$ cat config.mk
export PLATFORM = sky130hd
export DESIGN_NAME = fwsr_host
export DESIGN_NICKNAME = d
export VERILOG_FILES = /design/src/fwsr_pkg.sv /design/src/fwsr_bus_cycle.sv /design/src/fwsr_host.sv
export SDC_FILE = /design/constraint.sdc
export NUM_CORES = 1
export LEC_CHECK = 0
export BUFFER_PORTS_ARGS = -buffer_cell sky130_fd_sc_hd__buf_4
export CORE_MARGIN = 4
export CORE_UTILIZATION = 50
export DETAILED_ROUTE_END_ITERATION = 7
export PLACE_DENSITY = 0.86
export SLEW_MARGIN = 30
export SYNTH_ARGS = -nofsm -noshare
export SYNTH_HDL_FRONTEND = slang
export SYNTH_SLANG_ARGS = --single-unit
$ cat constraint.sdc
create_clock -name clk -period 5.8 [get_ports clk]
set_input_delay 1.45 -clock clk [delete_from_list [all_inputs] [get_ports clk]]
set_output_delay 1.45 -clock clk [all_outputs]
set_load 0.01 [all_outputs]
$ cat src/fwsr_pkg.sv
// shared constants and types for the flash write-status host controller
package fwsr_pkg;
  // clock and timing
  localparam int unsigned CLK_MHZ     = 25;
  localparam int unsigned STROBE_NS   = 50;   // strobe low time per flash cycle
  localparam int unsigned RECOVER_NS  = 30;   // strobe high time before chip enable lifts
  localparam int unsigned STROBE_CYC  = (STROBE_NS * CLK_MHZ + 999) / 1000;
  localparam int unsigned RECOVER_CYC = (RECOVER_NS * CLK_MHZ + 999) / 1000;
  // register offsets
  localparam logic [7:0] OFF_CTRL   = 8'h00;
  localparam logic [7:0] OFF_ADDR   = 8'h04;
  localparam logic [7:0] OFF_WDATA  = 8'h08;
  localparam logic [7:0] OFF_STATUS = 8'h0c;
  localparam logic [7:0] OFF_RDATA  = 8'h10;
  // control fields
  localparam int unsigned CTRL_GO    = 0;
  localparam int unsigned CTRL_ABORT = 1;
  localparam int unsigned CTRL_OP    = 4;
  // status fields
  localparam int unsigned ST_BUSY   = 0;
  localparam int unsigned ST_DONE   = 1;
  localparam int unsigned ST_FAIL   = 2;
  localparam int unsigned ST_REJECT = 3;
  localparam int unsigned ST_RDY    = 4;
  // flash status bit positions
  localparam int unsigned TOG1_POS = 6;
  localparam int unsigned FAIL_POS = 5;
  localparam int unsigned WIN_POS  = 3;
  // reset values
  localparam logic [19:0] ADDR_RST  = 20'h00000;
  localparam logic [15:0] WDATA_RST = 16'h0000;
  // command cycle addresses and data
  localparam logic [19:0] UNLOCK_A1 = 20'h00555;
  localparam logic [19:0] UNLOCK_A2 = 20'h002aa;
  localparam logic [15:0] CD_AA = 16'h00aa;
  localparam logic [15:0] CD_55 = 16'h0055;
  localparam logic [15:0] CD_PROG = 16'h00a0;
  localparam logic [15:0] CD_ERASE = 16'h0080;
  localparam logic [15:0] CD_CHIP = 16'h0010;
  localparam logic [15:0] CD_SECT = 16'h0030;
  localparam logic [15:0] CD_SUSP = 16'h00b0;
  localparam logic [15:0] CD_RESUME = 16'h0030;
  localparam logic [15:0] CD_RESET = 16'h00f0;
  // operations software may order
  typedef enum logic [2:0] {
    OP_PROG, OP_SERASE, OP_CERASE, OP_ADDSEC, OP_SUSPEND, OP_RESUME, OP_RESET, OP_POLL
  } fwsr_op_type;
endpackage

$ cat src/fwsr_bus_cycle.sv
// single flash bus cycle engine: one write or one read per start pulse
`timescale 1ns/10ps
module fwsr_bus_cycle #(
  parameter int unsigned AW = 20,
  parameter int unsigned DW = 16
) (
  // clock and reset
  input  wire logic          clk,
  input  wire logic          rst,
  // request side
  input  wire logic          start,
  input  wire logic          isWrite,
  input  wire logic [AW-1:0] cycAddr,
  input  wire logic [DW-1:0] cycWdata,
  output logic               cycDone,
  output logic [DW-1:0]      cycRdata,
  // flash pins
  output logic               ceN,
  output logic               oeN,
  output logic               weN,
  output logic [AW-1:0]      flAddr,
  output logic [DW-1:0]      dqOut,
  output logic               dqOeN,
  input  wire logic [DW-1:0] dqIn
);
  typedef enum logic [1:0] {C_IDLE, C_SETUP, C_STROBE, C_HOLD} fwsr_cyc_type;

  fwsr_cyc_type    st_q, st_d;       // cycle phase
  logic [3:0]      cnt_q, cnt_d;     // phase counter
  logic            wr_q, wr_d;       // direction of current cycle
  logic            ce_q, ce_d, oe_q, oe_d, we_q, we_d, dqoe_q, dqoe_d;
  logic [AW-1:0]   a_q, a_d;
  logic [DW-1:0]   w_q, w_d, r_q, r_d;
  logic            dn_q, dn_d;

  // next phase and pin values
  always_comb begin
    st_d = st_q; cnt_d = cnt_q; wr_d = wr_q; a_d = a_q; w_d = w_q; r_d = r_q;
    ce_d = ce_q; oe_d = oe_q; we_d = we_q; dqoe_d = dqoe_q; dn_d = 1'b0;
    unique case (st_q)
      C_IDLE: if (start) begin
        // address and data settle one cycle ahead of the strobe
        st_d = C_SETUP; wr_d = isWrite; a_d = cycAddr; w_d = cycWdata;
        ce_d = 1'b0; dqoe_d = ~isWrite;
      end
      C_SETUP: begin
        st_d = C_STROBE; cnt_d = 4'(fwsr_pkg::STROBE_CYC - 1);
        we_d = ~wr_q; oe_d = wr_q;
      end
      C_STROBE: if (cnt_q == 4'h0) begin
        // read data is taken while output enable is still low
        if (!wr_q) r_d = dqIn;
        we_d = 1'b1; oe_d = 1'b1; st_d = C_HOLD;
        cnt_d = 4'(fwsr_pkg::RECOVER_CYC - 1);
      end else begin
        cnt_d = cnt_q - 4'h1;
      end
      C_HOLD: if (cnt_q == 4'h0) begin
        ce_d = 1'b1; dqoe_d = 1'b1; dn_d = 1'b1; st_d = C_IDLE;
      end else begin
        cnt_d = cnt_q - 4'h1;
      end
    endcase
  end

  // register phase and pins
  always_ff @(posedge clk or posedge rst) begin
    if (rst) begin
      st_q <= C_IDLE; cnt_q <= 4'h0; wr_q <= 1'b0; a_q <= '0; w_q <= '0; r_q <= '0;
      ce_q <= 1'b1; oe_q <= 1'b1; we_q <= 1'b1; dqoe_q <= 1'b1; dn_q <= 1'b0;
    end else begin
      st_q <= st_d; cnt_q <= cnt_d; wr_q <= wr_d; a_q <= a_d; w_q <= w_d; r_q <= r_d;
      ce_q <= ce_d; oe_q <= oe_d; we_q <= we_d; dqoe_q <= dqoe_d; dn_q <= dn_d;
    end
  end

  assign ceN = ce_q;
  assign oeN = oe_q;
  assign weN = we_q;
  assign flAddr = a_q;
  assign dqOut = w_q;
  assign dqOeN = dqoe_q;
  assign cycRdata = r_q;
  assign cycDone = dn_q;
endmodule // fwsr_bus_cycle

$ cat src/fwsr_host.sv
// host controller: apb registers, flash command sequences, toggle-bit polling
//
// Added by the designer: the address map and register access over APB.
`timescale 1ns/10ps
module fwsr_host #(
  parameter int unsigned AW = 20,
  parameter int unsigned DW = 16
) (
  // clock and reset
  input  wire logic          clk,
  input  wire logic          rst,
  // apb slave
  input  wire logic          psel,
  input  wire logic          penable,
  input  wire logic          pwrite,
  input  wire logic [7:0]    paddr,
  input  wire logic [31:0]   pwdata,
  output logic               pready,
  output logic [31:0]        prdata,
  output logic               pslverr,
  // flash pins
  output logic               ceN,
  output logic               oeN,
  output logic               weN,
  output logic [AW-1:0]      flAddr,
  output logic [DW-1:0]      dqOut,
  output logic               dqOeN,
  input  wire logic [DW-1:0] dqIn,
  input  wire logic          readyBusyN
);
  typedef enum logic [3:0] {
    S_IDLE, S_PRE, S_SEQ, S_POLL_A, S_POLL_B, S_EVAL, S_CHK_A, S_CHK_B, S_CHK_EVAL, S_RST_CMD
  } fwsr_state_type;

  fwsr_state_type         st_q, st_d;          // sequencer state
  fwsr_pkg::fwsr_op_type  op_q, op_d;          // operation in progress
  logic [2:0]             idx_q, idx_d;        // command cycle index
  logic                   iss_q, iss_d;        // bus cycle issued, awaiting done
  logic [AW-1:0]          addr_q, addr_d;      // target address register
  logic [DW-1:0]          wdat_q, wdat_d;      // program data register
  logic [DW-1:0]          rdA_q, rdA_d;        // first read of a pair
  logic [DW-1:0]          rdB_q, rdB_d;        // second read of a pair
  logic                   done_q, done_d;      // sticky completion
  logic                   fail_q, fail_d;      // sticky failure
  logic                   rej_q, rej_d;        // added sector may be rejected
  logic                   abort_q, abort_d;    // software stop request
  logic                   rdy_q;               // sampled ready/busy pin
  logic                   pready_q, pready_d;
  logic [31:0]            prdata_q, prdata_d;
  logic                   perr_q, perr_d;
  // bus cycle engine hookup
  logic                   cStart, cWrite, cDone;
  logic [AW-1:0]          cAddr;
  logic [DW-1:0]          cWdata, cRdata;
  // command table lookup
  logic [AW-1:0]          sAddr;
  logic [DW-1:0]          sData;
  logic                   sLast;
  logic                   apbWr;
  logic                   goWr;

  assign apbWr = psel && penable && pready_q && pwrite;
  assign goWr  = apbWr && paddr == fwsr_pkg::OFF_CTRL && pwdata[fwsr_pkg::CTRL_GO];

  // command sequence table: address and data of cycle idx for op
  always_comb begin
    sAddr = fwsr_pkg::UNLOCK_A1;
    sData = fwsr_pkg::CD_AA;
    sLast = 1'b0;
    unique case (op_q)
      fwsr_pkg::OP_PROG, fwsr_pkg::OP_SERASE, fwsr_pkg::OP_CERASE: begin
        unique case (idx_q)
          3'h0: ;
          3'h1: begin sAddr = fwsr_pkg::UNLOCK_A2; sData = fwsr_pkg::CD_55; end
          3'h2: sData = (op_q == fwsr_pkg::OP_PROG) ? fwsr_pkg::CD_PROG : fwsr_pkg::CD_ERASE;
          3'h3: if (op_q == fwsr_pkg::OP_PROG) begin
            // program ends on the data cycle at the target
            sAddr = addr_q; sData = wdat_q; sLast = 1'b1;
          end
          3'h4: begin sAddr = fwsr_pkg::UNLOCK_A2; sData = fwsr_pkg::CD_55; end
          default: begin
            sLast = 1'b1;
            if (op_q == fwsr_pkg::OP_CERASE) begin
              sData = fwsr_pkg::CD_CHIP;
            end else begin
              sAddr = addr_q; sData = fwsr_pkg::CD_SECT;
            end
          end
        endcase
      end
      fwsr_pkg::OP_ADDSEC: begin sAddr = addr_q; sData = fwsr_pkg::CD_SECT; sLast = 1'b1; end
      fwsr_pkg::OP_SUSPEND: begin sData = fwsr_pkg::CD_SUSP; sLast = 1'b1; end
      fwsr_pkg::OP_RESUME: begin sData = fwsr_pkg::CD_RESUME; sLast = 1'b1; end
      default: begin sData = fwsr_pkg::CD_RESET; sLast = 1'b1; end
    endcase
  end

  // sequencer and register writes
  always_comb begin
    st_d = st_q; op_d = op_q; idx_d = idx_q; iss_d = iss_q;
    addr_d = addr_q; wdat_d = wdat_q; rdA_d = rdA_q; rdB_d = rdB_q;
    done_d = done_q; fail_d = fail_q; rej_d = rej_q; abort_d = abort_q;
    cStart = 1'b0; cWrite = 1'b0; cAddr = addr_q; cWdata = sData;
    if (apbWr && paddr == fwsr_pkg::OFF_ADDR) addr_d = pwdata[AW-1:0];
    if (apbWr && paddr == fwsr_pkg::OFF_WDATA) wdat_d = pwdata[DW-1:0];
    // stop request is latched in any busy state; only the poll states act on it
    if (apbWr && paddr == fwsr_pkg::OFF_CTRL && pwdata[fwsr_pkg::CTRL_ABORT] && st_q != S_IDLE) abort_d = 1'b1;
    // every read and write goes through one issue/wait slot
    if (st_q != S_IDLE && st_q != S_EVAL && st_q != S_CHK_EVAL && !iss_q) begin
      cStart = 1'b1; iss_d = 1'b1;
    end
    if (cDone) iss_d = 1'b0;
    unique case (st_q)
      S_IDLE: begin
        abort_d = 1'b0;
        cStart = 1'b0; iss_d = 1'b0;
        if (goWr) begin
          op_d = fwsr_pkg::fwsr_op_type'(pwdata[fwsr_pkg::CTRL_OP +: 3]);
          idx_d = 3'h0; done_d = 1'b0; fail_d = 1'b0; rej_d = 1'b0;
          if (op_d == fwsr_pkg::OP_POLL) st_d = S_POLL_A;   // fresh double read
          else if (op_d == fwsr_pkg::OP_ADDSEC) st_d = S_PRE;  // window check first
          else st_d = S_SEQ;
        end
      end
      S_PRE: if (cDone) begin
        // window already closed before the add (WIN_POS bit set): the add may be ignored
        // always checked, since spacing of added sectors is up to software
        rej_d = cRdata[fwsr_pkg::WIN_POS];
        st_d = S_SEQ;
      end
      S_SEQ: begin
        cWrite = 1'b1; cAddr = sAddr;
        if (cDone) begin
          idx_d = idx_q + 3'h1;
          if (sLast) begin
            if (op_q == fwsr_pkg::OP_RESET || op_q == fwsr_pkg::OP_SUSPEND || op_q == fwsr_pkg::OP_RESUME) begin
              st_d = S_IDLE; done_d = 1'b1;
            end else begin
              st_d = S_POLL_A;
            end
          end
        end
      end
      S_POLL_A: if (cDone) begin
        rdA_d = cRdata;
        // second window check, right after the added sector command
        if (op_q == fwsr_pkg::OP_ADDSEC && idx_q != 3'h0) begin
          rej_d = rej_q | cRdata[fwsr_pkg::WIN_POS];
          idx_d = 3'h0;
        end
        st_d = abort_q ? S_IDLE : S_POLL_B;
      end
      S_POLL_B: if (cDone) begin
        rdB_d = cRdata;
        st_d = S_EVAL;
      end
      S_EVAL: begin
        if (abort_q) st_d = S_IDLE;
        else if (rdA_q[fwsr_pkg::TOG1_POS] == rdB_q[fwsr_pkg::TOG1_POS]) begin
          st_d = S_IDLE; done_d = 1'b1;
        end else if (rdB_q[fwsr_pkg::FAIL_POS]) st_d = S_CHK_A;
        else st_d = S_POLL_A;
      end
      S_CHK_A: if (cDone) begin
        rdA_d = cRdata; st_d = S_CHK_B;
      end
      S_CHK_B: if (cDone) begin
        rdB_d = cRdata; st_d = S_CHK_EVAL;
      end
      S_CHK_EVAL: begin
        // toggle may have stopped just as the fail bit rose
        if (rdA_q[fwsr_pkg::TOG1_POS] == rdB_q[fwsr_pkg::TOG1_POS]) begin
          st_d = S_IDLE; done_d = 1'b1;
        end else begin
          st_d = S_RST_CMD;
        end
      end
      S_RST_CMD: begin
        cWrite = 1'b1; cAddr = fwsr_pkg::UNLOCK_A1; cWdata = fwsr_pkg::CD_RESET;
        if (cDone) begin
          st_d = S_IDLE; done_d = 1'b1; fail_d = 1'b1;
        end
      end
      default: st_d = S_IDLE;
    endcase
  end

  // apb answer, registered: one access cycle, no wait
  always_comb begin
    pready_d = psel && !penable;
    perr_d = 1'b0;
    prdata_d = 32'h0000_0000;
    if (psel && !penable) begin
      unique case (paddr)
        fwsr_pkg::OFF_CTRL: prdata_d = {25'h0, op_q, 4'h0};
        fwsr_pkg::OFF_ADDR: prdata_d = 32'(addr_q);
        fwsr_pkg::OFF_WDATA: prdata_d = 32'(wdat_q);
        fwsr_pkg::OFF_STATUS: prdata_d = {27'h0, rdy_q, rej_q, fail_q, done_q, st_q != S_IDLE};
        fwsr_pkg::OFF_RDATA: prdata_d = 32'(rdB_q);
        default: perr_d = 1'b1;  // unmapped
      endcase
    end
  end

  // register all state
  always_ff @(posedge clk or posedge rst) begin
    if (rst) begin
      st_q <= S_IDLE; op_q <= fwsr_pkg::OP_PROG; idx_q <= 3'h0; iss_q <= 1'b0;
      addr_q <= fwsr_pkg::ADDR_RST; wdat_q <= fwsr_pkg::WDATA_RST;
      rdA_q <= '0; rdB_q <= '0; done_q <= 1'b0; fail_q <= 1'b0; rej_q <= 1'b0;
      abort_q <= 1'b0; rdy_q <= 1'b1;
      pready_q <= 1'b0; prdata_q <= 32'h0000_0000; perr_q <= 1'b0;
    end else begin
      st_q <= st_d; op_q <= op_d; idx_q <= idx_d; iss_q <= iss_d;
      addr_q <= addr_d; wdat_q <= wdat_d;
      rdA_q <= rdA_d; rdB_q <= rdB_d; done_q <= done_d; fail_q <= fail_d; rej_q <= rej_d;
      abort_q <= abort_d; rdy_q <= readyBusyN;
      pready_q <= pready_d; prdata_q <= prdata_d; perr_q <= perr_d;
    end
  end

  assign pready = pready_q;
  assign prdata = prdata_q;
  assign pslverr = perr_q;

  // one flash cycle at a time
  fwsr_bus_cycle #(.AW(AW), .DW(DW)) u_cyc (
    .clk(clk), .rst(rst), .start(cStart), .isWrite(cWrite), .cycAddr(cAddr),
    .cycWdata(cWdata), .cycDone(cDone), .cycRdata(cRdata), .ceN(ceN), .oeN(oeN),
    .weN(weN), .flAddr(flAddr), .dqOut(dqOut), .dqOeN(dqOeN), .dqIn(dqIn)
  );
endmodule // fwsr_host

# ---- After elaboration in Yosys (flattened, before gate mapping)
# Index checks and enable logic that the tools add are counted.
dict set report word_totals {
  regBits 173
  out_inout_bits 74
  elab_cells 215
}
dict set report classes {
  add_sub_neg 2
  n_eq_ne 47
  muxes 78
  bitwise 3
  n_reduce_logical 58
}
# op n
set op_table {}
lappend op_table {{20-bit case mux with 5 select lines} 1}
lappend op_table {{20-bit case mux with 2 select lines} 2}
lappend op_table {{16-bit case mux with 4 select lines} 1}
lappend op_table {{20-bit two-way mux} 3}
lappend op_table {{20-bit case mux with 3 select lines} 1}
lappend op_table {{4-bit two-way mux} 12}
lappend op_table {{16-bit case mux with 3 select lines} 1}
lappend op_table {{4-bit case mux with 10 select lines} 1}
lappend op_table {{16-bit two-way mux} 2}
lappend op_table {{1-bit two-way mux} 27}
lappend op_table {{3-bit two-way mux} 8}
lappend op_table {{2-bit by 1-bit != test with 1-bit output (second input constant)} 9}
lappend op_table {{4-bit by 3-bit == test with 1-bit output (second input constant)} 4}
lappend op_table {{8-bit by 4-bit == test with 1-bit output (second input constant)} 2}
lappend op_table {{3-bit by 2-bit == test with 1-bit output (second input constant)} 5}
lappend op_table {{3-bit == test (second input constant)} 5}
lappend op_table {{3-bit nonzero test} 5}
lappend op_table {{1-bit logical AND} 14}
lappend op_table {{2-bit != test (second input constant)} 7}
lappend op_table {{2-bit two-way mux} 6}
lappend op_table {{6-bit two-way mux} 2}
lappend op_table {{1-bit case mux with 2 select lines} 6}
lappend op_table {{4-bit case mux with 3 select lines} 1}
lappend op_table {{2-bit AND reduction} 6}
lappend op_table {{36 further kinds} 57}

# ---- Logic depth before layout (Yosys ltp)
# Gate-level depths: netlist of run 1.
dict set report logic_depth {
  depth_word 8
  depth_mapped 9
  ltp_nobuf 7
}

# ---- Hierarchy
# Synthesis of run 1 repeated with hierarchy kept, for this count alone.
dict set report hier_totals {
  cells_unflattened 633
  area_unflattened_um2 7613.6
}
# module n_inst cells_each area_each_um2 seq_area_each_um2
set by_module_without_submodules {}
lappend by_module_without_submodules {fwsr_host 1 448 4902.2 2278.4}
lappend by_module_without_submodules {fwsr_bus_cycle 1 185 2711.4 1606.5}

# ---- Least setup slack after synthesis of run 1
# Ideal clock, no wire load.
dict set report synth_timing {
  path_type {input port to flip-flop}
  start {input port paddr[1]}
  end {register st_q[0]}
  arrival_time_ns 2.992
  slack_ns 2.680
  path_stages 5
  n_path_buf 0
  cell_sequence {or4_4 -> and4bb_4 -> a21boi_4 -> a311oi_2 -> mux2_1}
}
dict set report synth_between {
  elab_chain_cells 5
}
# item line
set synth_lines {}
lappend synth_lines {{start: declaration} fwsr_host.sv:16} ;# input wire logic [7:0] paddr,
lappend synth_lines {{8-bit logical NOT} fwsr_host.sv:63} ;# assign goWr = apbWr && paddr == fwsr_pkg::OFF_CTRL && pwdata[fwsr_pkg::CTRL_GO];
lappend synth_lines {{1-bit logical AND (2 in a row)} fwsr_host.sv:63}
lappend synth_lines {{2-bit != test (no line)} --}
lappend synth_lines {{9-bit AND reduction (no line)} --}
lappend synth_lines {{end signal: assignment} fwsr_host.sv:214} ;# st_q <= st_d; op_q <= op_d; idx_q <= idx_d; iss_q <= iss_d;
lappend synth_lines {{end: declaration} fwsr_host.sv:35} ;# fwsr_state_type st_q, st_d;
# No other way between the ends.
# A chain may end at the register's enable or synchronous reset.

# ---- Worst setup path in the final report of run 1
dict set report layout_timing {
  start {input port paddr[1]}
  end {register addr_q[16]}
}
dict set report layout_between {
  elab_chain_cells 2
}
# item line
set layout_lines {}
lappend layout_lines {{8-bit by 3-bit == test with 1-bit output} fwsr_host.sv:104} ;# if (apbWr && paddr == fwsr_pkg::OFF_ADDR) addr_d = pwdata[AW-1:0];
lappend layout_lines {{1-bit logical AND} fwsr_host.sv:104}
lappend layout_lines {{end signal: assignment} fwsr_host.sv:209} ;# addr_q <= fwsr_pkg::ADDR_RST; wdat_q <= fwsr_pkg::WDATA_RST;
lappend layout_lines {{end signal: assignment} fwsr_host.sv:215} ;# addr_q <= addr_d; wdat_q <= wdat_d;
lappend layout_lines {{end: declaration} fwsr_host.sv:39} ;# logic [AW-1:0] addr_q, addr_d;
# No other way between the ends.

==> impl_results.md, run 1 <==
- Critical path's largest stage delay: 560 ps
- Count of cell types in the netlist: 72
- Post-route cell area: 0.00889 sq mm
- CP startpoint: paddr[1]
- Worst EP required: 6100 ps
- CTS H-tree lvls: 4
- Total Power: 3.71 mW
- Gr ovfl total: 0
- Initial antenna violation count: 0
- CTS tree: done
- CP max FO: 16
- Largest net degree at the start of global routing: 122
- Mean Syn Cell Area: 11.2 sq um
- Worst Reg-to-Reg Cells: 6
- Antenna Violating Nets Remaining: 0
- Tcrit/Tclk final: 0.593
- Async S/R FF share, synth: 1.00
- Tmin final: 3440 ps
- Final non-filler cell total: 957
- CP endpoint: addr_q[16]$_DFFE_PP0P_
- Post-synth top area share: 0.507
- Synth warnings: 0
- Row count: 44
- Leak Pwr: 4.11 nW
- DRC viols: 0
- Tightest Pin Transition: 919 ps
- Routed length per placed instance: 19.5 microns
- Post-synthesis sequential area ratio: 0.525
- Layout area overhead: 20.1%
- DIE WIDTH: 130 microns
- Via density: 5.98
- Status: finished clean
- Total Routed Length: 18700 microns
- P per Cell Area: 417 mW/mm^2
- Hold Path Class: flip-flop to flip-flop
- Arrival @ worst endpoint: 3740 ps
- Setup Crit Path Kind: input pin to flip-flop
- Most common cell after layout, fill and taps aside: dfrtp_1
- Top FF cell, synth: dfrtp_1
- Area after DPL: 0.00830 sq mm
- Post-CTS Resized: 0
- Core Box Area: 0.0145 sq mm
- Final hold violation count: 0
- GRT Overall Usage: 0.225
- Vias in the first global route: 5578
- Area of the mapped netlist: 0.00740 sq mm
- Die area: 0.0168 sq mm
- Peak supply drop: 0.213 mV
- Synth Instances: 663
- Antenna Cells: 0
- DRC violation total after the first TritonRoute iteration: 503
- Rel. slew slack: 0.386
- Cells after DPL: 927
- Setup TNS Final: 0 ps
- DP HPWL: 13200 microns
- CP startpoint kind: input pin
- Clock Latency Late Sink: 420 ps
- Drt pass-1 iters: 7
- CTS Buffer Depth: 2
- Unrepaired setup endpoints after global routing: false
- Most frequent cells in the layout: 150 x dfrtp_1, 116 x buf_4, 71 x mux2_2, 56 x nand2_1, 47 x nor2_1
- Worst R2R Start: st_q[0]$_DFFE_PP0P_
- Layout Nets: 838
- Clk Tree Root Cell: clkbuf_16
- Share of cells above drive strength 1: 0.310
- Synth area leaders: dfrtp_1 51%, mux2_2 11%, nand2_1 2.8%
- #FFs+latches synth: 155
- Post-synth top area cell: dfrtp_1
- Gpl congestion: 0.946
- Crit-path cells: buf_4 > or4_4 > nor3_4 > nand3_1 > buf_4 > mux2_2
- EDFF count, synth: 0
- Initial core utilization: 0.509
- Most used cell along the critical path: buf_4
- Max-Cap Viols: 0
- Clk_skew: 6.76 ps
- IO Count: 136
- Worst setup EP type: flip-flop
- Die Y: 130 microns
- Max-slew violation count: 0
- R2R Path End: u_cyc.flAddr[5]$_DFFE_PP0P_
- Final Setup Violations: 0
- Clk slew on worst S/H paths: 60 ps
- Num CTS Buffers: 17
- Post-cts hold buffer count: 0
- CTS Sinks: 155
- Post-CTS setup buffers: 0
- FF-to-FF setup slack: 3000 ps
- Fmax: 291 MHz
- Vias: 5721
- Port buffer count: 111
- Slowest cell on the critical path: or4_4
- Global-route wire length before repair: 29300 microns
[critical path: cells and delay by family]
family | cells | cell delay, ps
buffers and inverters | 2 | 440
muxes | 1 | 300
and+or+nand+nor | 3 | 1530
[sequential cells by signal (all words and copies together), names as in the netlist, 2 cells and up]
name            cells
addr_q             20
idx_q               3
op_q                3
prdata             20
rdB_q              16
st_q                4
u_cyc.cnt_q         4
u_cyc.cycRdata     16
u_cyc.dqOut        16
u_cyc.flAddr       20
u_cyc.st_q          2
wdat_q             16
[synth_stat cells, drive strengths merged (5+ instances only)]
cell    number
a21oi       33
a221oi       5
a22o        19
a22oi       14
a31oi       10
and2         9
and3         6
buf         28
clkbuf      19
dfrtp      150
dfstp        5
ha          13
inv         18
mux2        74
mux2i        9
nand2       56
nand3       12
nor2        48
nor2b       10
nor3        10
nor3b        8
o211ai       8
o21ai       31
o22ai        7
[metal layers]
metal  vias to the layer above  global-route usage  wire, microns
met5                         -                   0              0
met4                         0              0.0831            439
met3                        38              0.0565           1650
met2                       273               0.338           8530
met1                      2834               0.318           8080
li1                       2576                   -              -
[metrics by stage]
step | setup WS (ps) | hold WS [ps] | util
floorplan | 180 | 451 | -
global placement | 2000 | 478 | 0.570
detailed placement | 1930 | 481 | 0.571
CTS | 2370 | 493 | 0.610
global route | 2290 | 510 | 0.611
finish | 2360 | 495 | 0.611
[cell families (layout without fill, tap and decap cells)]
logic type,count (synthesis),in the layout,synth area share
mux,84,84,0.128
fa+ha+maj,13,13,0.0220
xor+xnor,4,4,0.00474
flops,155,155,0.525
compound gates,157,157,0.145
other cells,1,12,0.000507
simple gates,184,184,0.132
buf+inv,65,164,0.0428
[report_power, final]
group          leakage (nW)  total (mW)  internal [mW]  switching, mW
sequential             2.01        1.53           1.31          0.223
clock                 0.278        1.08          0.659          0.416
combinational          1.83        1.10          0.506          0.595
total                  4.11        3.71           2.47           1.23
[worst min-delay path by stage]
| stage | cells after the start | end | startpoint |
|---|---|---|---|
| 2_1_floorplan | 1 | u_cyc.cnt_q[3]$_DFFE_PP0P_ | u_cyc.cnt_q[3]$_DFFE_PP0P_ |
| 3_3_place_gp | 1 | u_cyc.cnt_q[3]$_DFFE_PP0P_ | u_cyc.cnt_q[3]$_DFFE_PP0P_ |
| 3_5_place_dp | 2 | u_cyc.dqOut[0]$_DFFE_PP0P_ | u_cyc.dqOut[0]$_DFFE_PP0P_ |
| 4_1_cts | 1 | u_cyc.cnt_q[3]$_DFFE_PP0P_ | u_cyc.cnt_q[3]$_DFFE_PP0P_ |
| 5_1_grt | 1 | u_cyc.cycRdata[8]$_DFFE_PP0P_ | u_cyc.cycRdata[8]$_DFFE_PP0P_ |
| 6_report | 1 | u_cyc.cnt_q[3]$_DFFE_PP0P_ | u_cyc.cnt_q[3]$_DFFE_PP0P_ |
[final cells by class]
type / count / area (sq um)
Clock buffer: 22 / 474
Clock inverter: 7 / 91.3
Fill cell: 1157 / 5650
Inverter: 18 / 75.1
Multi-Input combinational cell: 454 / 3250
Sequential cell: 155 / 3880
Tap cell: 184 / 230
Timing Repair Buffer: 117 / 882
Power figures use the tool's default switching activity.
==> inputs of run 2 (changes only) <==
Settings changed: PLACE_DENSITY 0.86 to 0.83.
Clock period 5.8 ns to 3.35 ns, I/O delays scaled along.
==> run 2 against run 1 <==
Against the previous run:
- sequential share of layout area down 0.47 points
- routed wire length up 0.78%
- via count about the same
- sequential cell count unchanged
- total power up 77%
- critical path depth unchanged
- first-iteration DRC count up 39%
- clock power up 84%
- cell count up 1.1%
- sequential power up 67%
- die area unchanged
==> impl_results.md, run 2 (synthesis results as in run 1) <==
- Row count: 44
- Buf+Inv Stages, Crit Path: 1
- Initial antenna violation count: 0
- CTS Sinks: 155
- Slowest cell on the critical path: a2111oi_0
- CP startpoint kind: flip-flop
- Critical path's largest stage delay: 740 ps
- Layout area overhead: 21.4%
- Status: finished clean
- DIE WIDTH: 130 microns
- Num CTS Buffers: 17
- Leak Pwr: 4.18 nW
- Port buffer count: 111
- Storage cell area: 0.00388 sq mm
- Combinational share of power: 0.306
- Final hold violation count: 0
- Layout Nets: 846
- Crit-path cells: inv_1 > ha_1 > nor2b_1 > a2111oi_0 > o21ai_0 > a32o_1
- Flop pwr share: 0.391
- Antenna Cells: 0
- Max-slew violation count: 0
- Vias in the first global route: 5578
- Global-route wire length before repair: 29500 microns
- Internal power: 4.38 mW
- Peak supply drop: 0.403 mV
- Hold Path Class: flip-flop to flip-flop
- Antenna Violating Nets Remaining: 0
- Largest net degree at the start of global routing: 156
- CTS H-tree lvls: 4
- Initial core utilization: 0.509
- Fmax: 388 MHz
- Rel. slew slack: 0.417
- P per Cell Area: 730 mW/mm^2
- Post-CTS setup buffers: 0
- Final Setup Violations: 0
- Tcrit/Tclk final: 0.769
- Most common cell after layout, fill and taps aside: dfrtp_1
- Post-cts hold buffer count: 0
- DRC viols: 0
- Area of the multi-input gates: 0.00324 sq mm
- Tightest Pin Transition: 852 ps
- Share of cells above drive strength 1: 0.321
- Gpl congestion: 0.892
- Clk_skew: 6.93 ps
- Post-CTS Resized: 0
- Clk slew on worst S/H paths: 60 ps
- Hold Worst Slack: 490 ps
- Worst Reg-to-Reg Cells: 6
- GRT Overall Usage: 0.225
- CP max FO: 14
- Routed length per placed instance: 19.5 microns
- Via density: 5.91
- Worst setup EP type: flip-flop
- CP Depth: 6
- DRC violation total after the first TritonRoute iteration: 698
- Core Box Area: 0.0145 sq mm
- Die Y: 130 microns
- Total Power: 6.56 mW
- Dpl ws: 629 ps
- Arrival @ worst endpoint: 2900 ps
- CTS tree: done
- Setup TNS Final: 0 ps
- Net Sw Frac: 0.332
- Clock share of power: 0.304
- Tmin final: 2580 ps
- Setup Crit Path Kind: flip-flop to flip-flop
- Worst EP required: 3670 ps
- Drt pass-1 iters: 5
- Most frequent cells in the layout: 150 x dfrtp_1, 124 x buf_4, 71 x mux2_2, 56 x nand2_1, 47 x nor2_1
- Vias: 5723
- Unrepaired setup endpoints after global routing: false
- Max-Cap Viols: 0
- Die area: 0.0168 sq mm
- Psw: 2.18 mW
- Cell family with the largest share of critical-path delay: compound AO/OA/AOI/OAI gates
- Total Routed Length: 18800 microns
- DP HPWL: 13100 microns
- Worst setup margin: 772 ps
- # fillers: 1145
- IO Count: 136
- Clk Tree Root Cell: clkbuf_16
- Clock Latency Late Sink: 430 ps
- Worst hold stages: 1
- Gr ovfl total: 0
- CTS Buffer Depth: 2
run 2: cell count changes in the layout (fill, tap and decap cells not counted), sizes merged:
cell	before	now
clkbuf	22	20
buf	117	125
bufinv	2	3
inv	19	18
clkinv	3	8
run 2: final timing paths:
path                                            startpoint                      endpoint  slack, ps
worst max register to register        idx_q[2]$_DFFE_PP0P_  u_cyc.flAddr[16]$_DFFE_PP0P_        770
worst max-delay path                  idx_q[2]$_DFFE_PP0P_  u_cyc.flAddr[16]$_DFFE_PP0P_        770
worst min-delay path            u_cyc.cnt_q[3]$_DFFE_PP0P_    u_cyc.cnt_q[3]$_DFFE_PP0P_        490
worst min register to register  u_cyc.cnt_q[3]$_DFFE_PP0P_    u_cyc.cnt_q[3]$_DFFE_PP0P_        490
min in group asynchronous                              rst   u_cyc.dqOut[11]$_DFFE_PP0P_        650
max in group asynchronous                              rst          rdB_q[1]$_DFFE_PP0P_       2140
run 2: worst register-to-register path, stage by stage, from the launching register on:
cell	delay (ps)
dfrtp_1	580
inv_1	120
ha_1	320
nor2b_1	170
a2111oi_0	740
o21ai_0	230
a32o_1	300
run 2: metrics by stage:
stage | instance area, sq um | util | std cells
after floorplan | 7440 | - | 674
after global placement | 8380 | 0.576 | 936
after detailed placement | 8380 | 0.576 | 936
after CTS | 8980 | 0.618 | 968
after global routing | 8980 | 0.618 | 968
final | 8980 | 0.618 | 968
run 2: final cells by class:
type / instances / share of cell area
clock inverter: 12 / 0.0159
sequential: 155 / 0.432
timing repair buffer: 125 / 0.106
inverter: 18 / 0.00794
multi-input combinational: 454 / 0.360
clock buffer: 20 / 0.0519
tap: 184 / 0.0256
run 2: layer usage:
| metal | vias to the layer above | part of all wire | global-route usage |
|---|---|---|---|
| li1 | 2591 | - | - |
| met1 | 2821 | 0.43 | 0.314 |
| met2 | 273 | 0.46 | 0.345 |
| met3 | 38 | 0.085 | 0.0565 |
| met4 | 0 | 0.022 | 0.0770 |
| met5 | - | 0 | 0 |
run 2: power by group through the flow:
stage               sequential [mW]  clock, mW  combinational, mW
floorplan                      2.50          0               1.46
global placement               2.57          0               1.91
detailed placement             2.59          0               1.98
CTS                            2.56       1.99               1.99
global route                   2.60       2.08               2.21
finish                         2.56       1.99               2.01
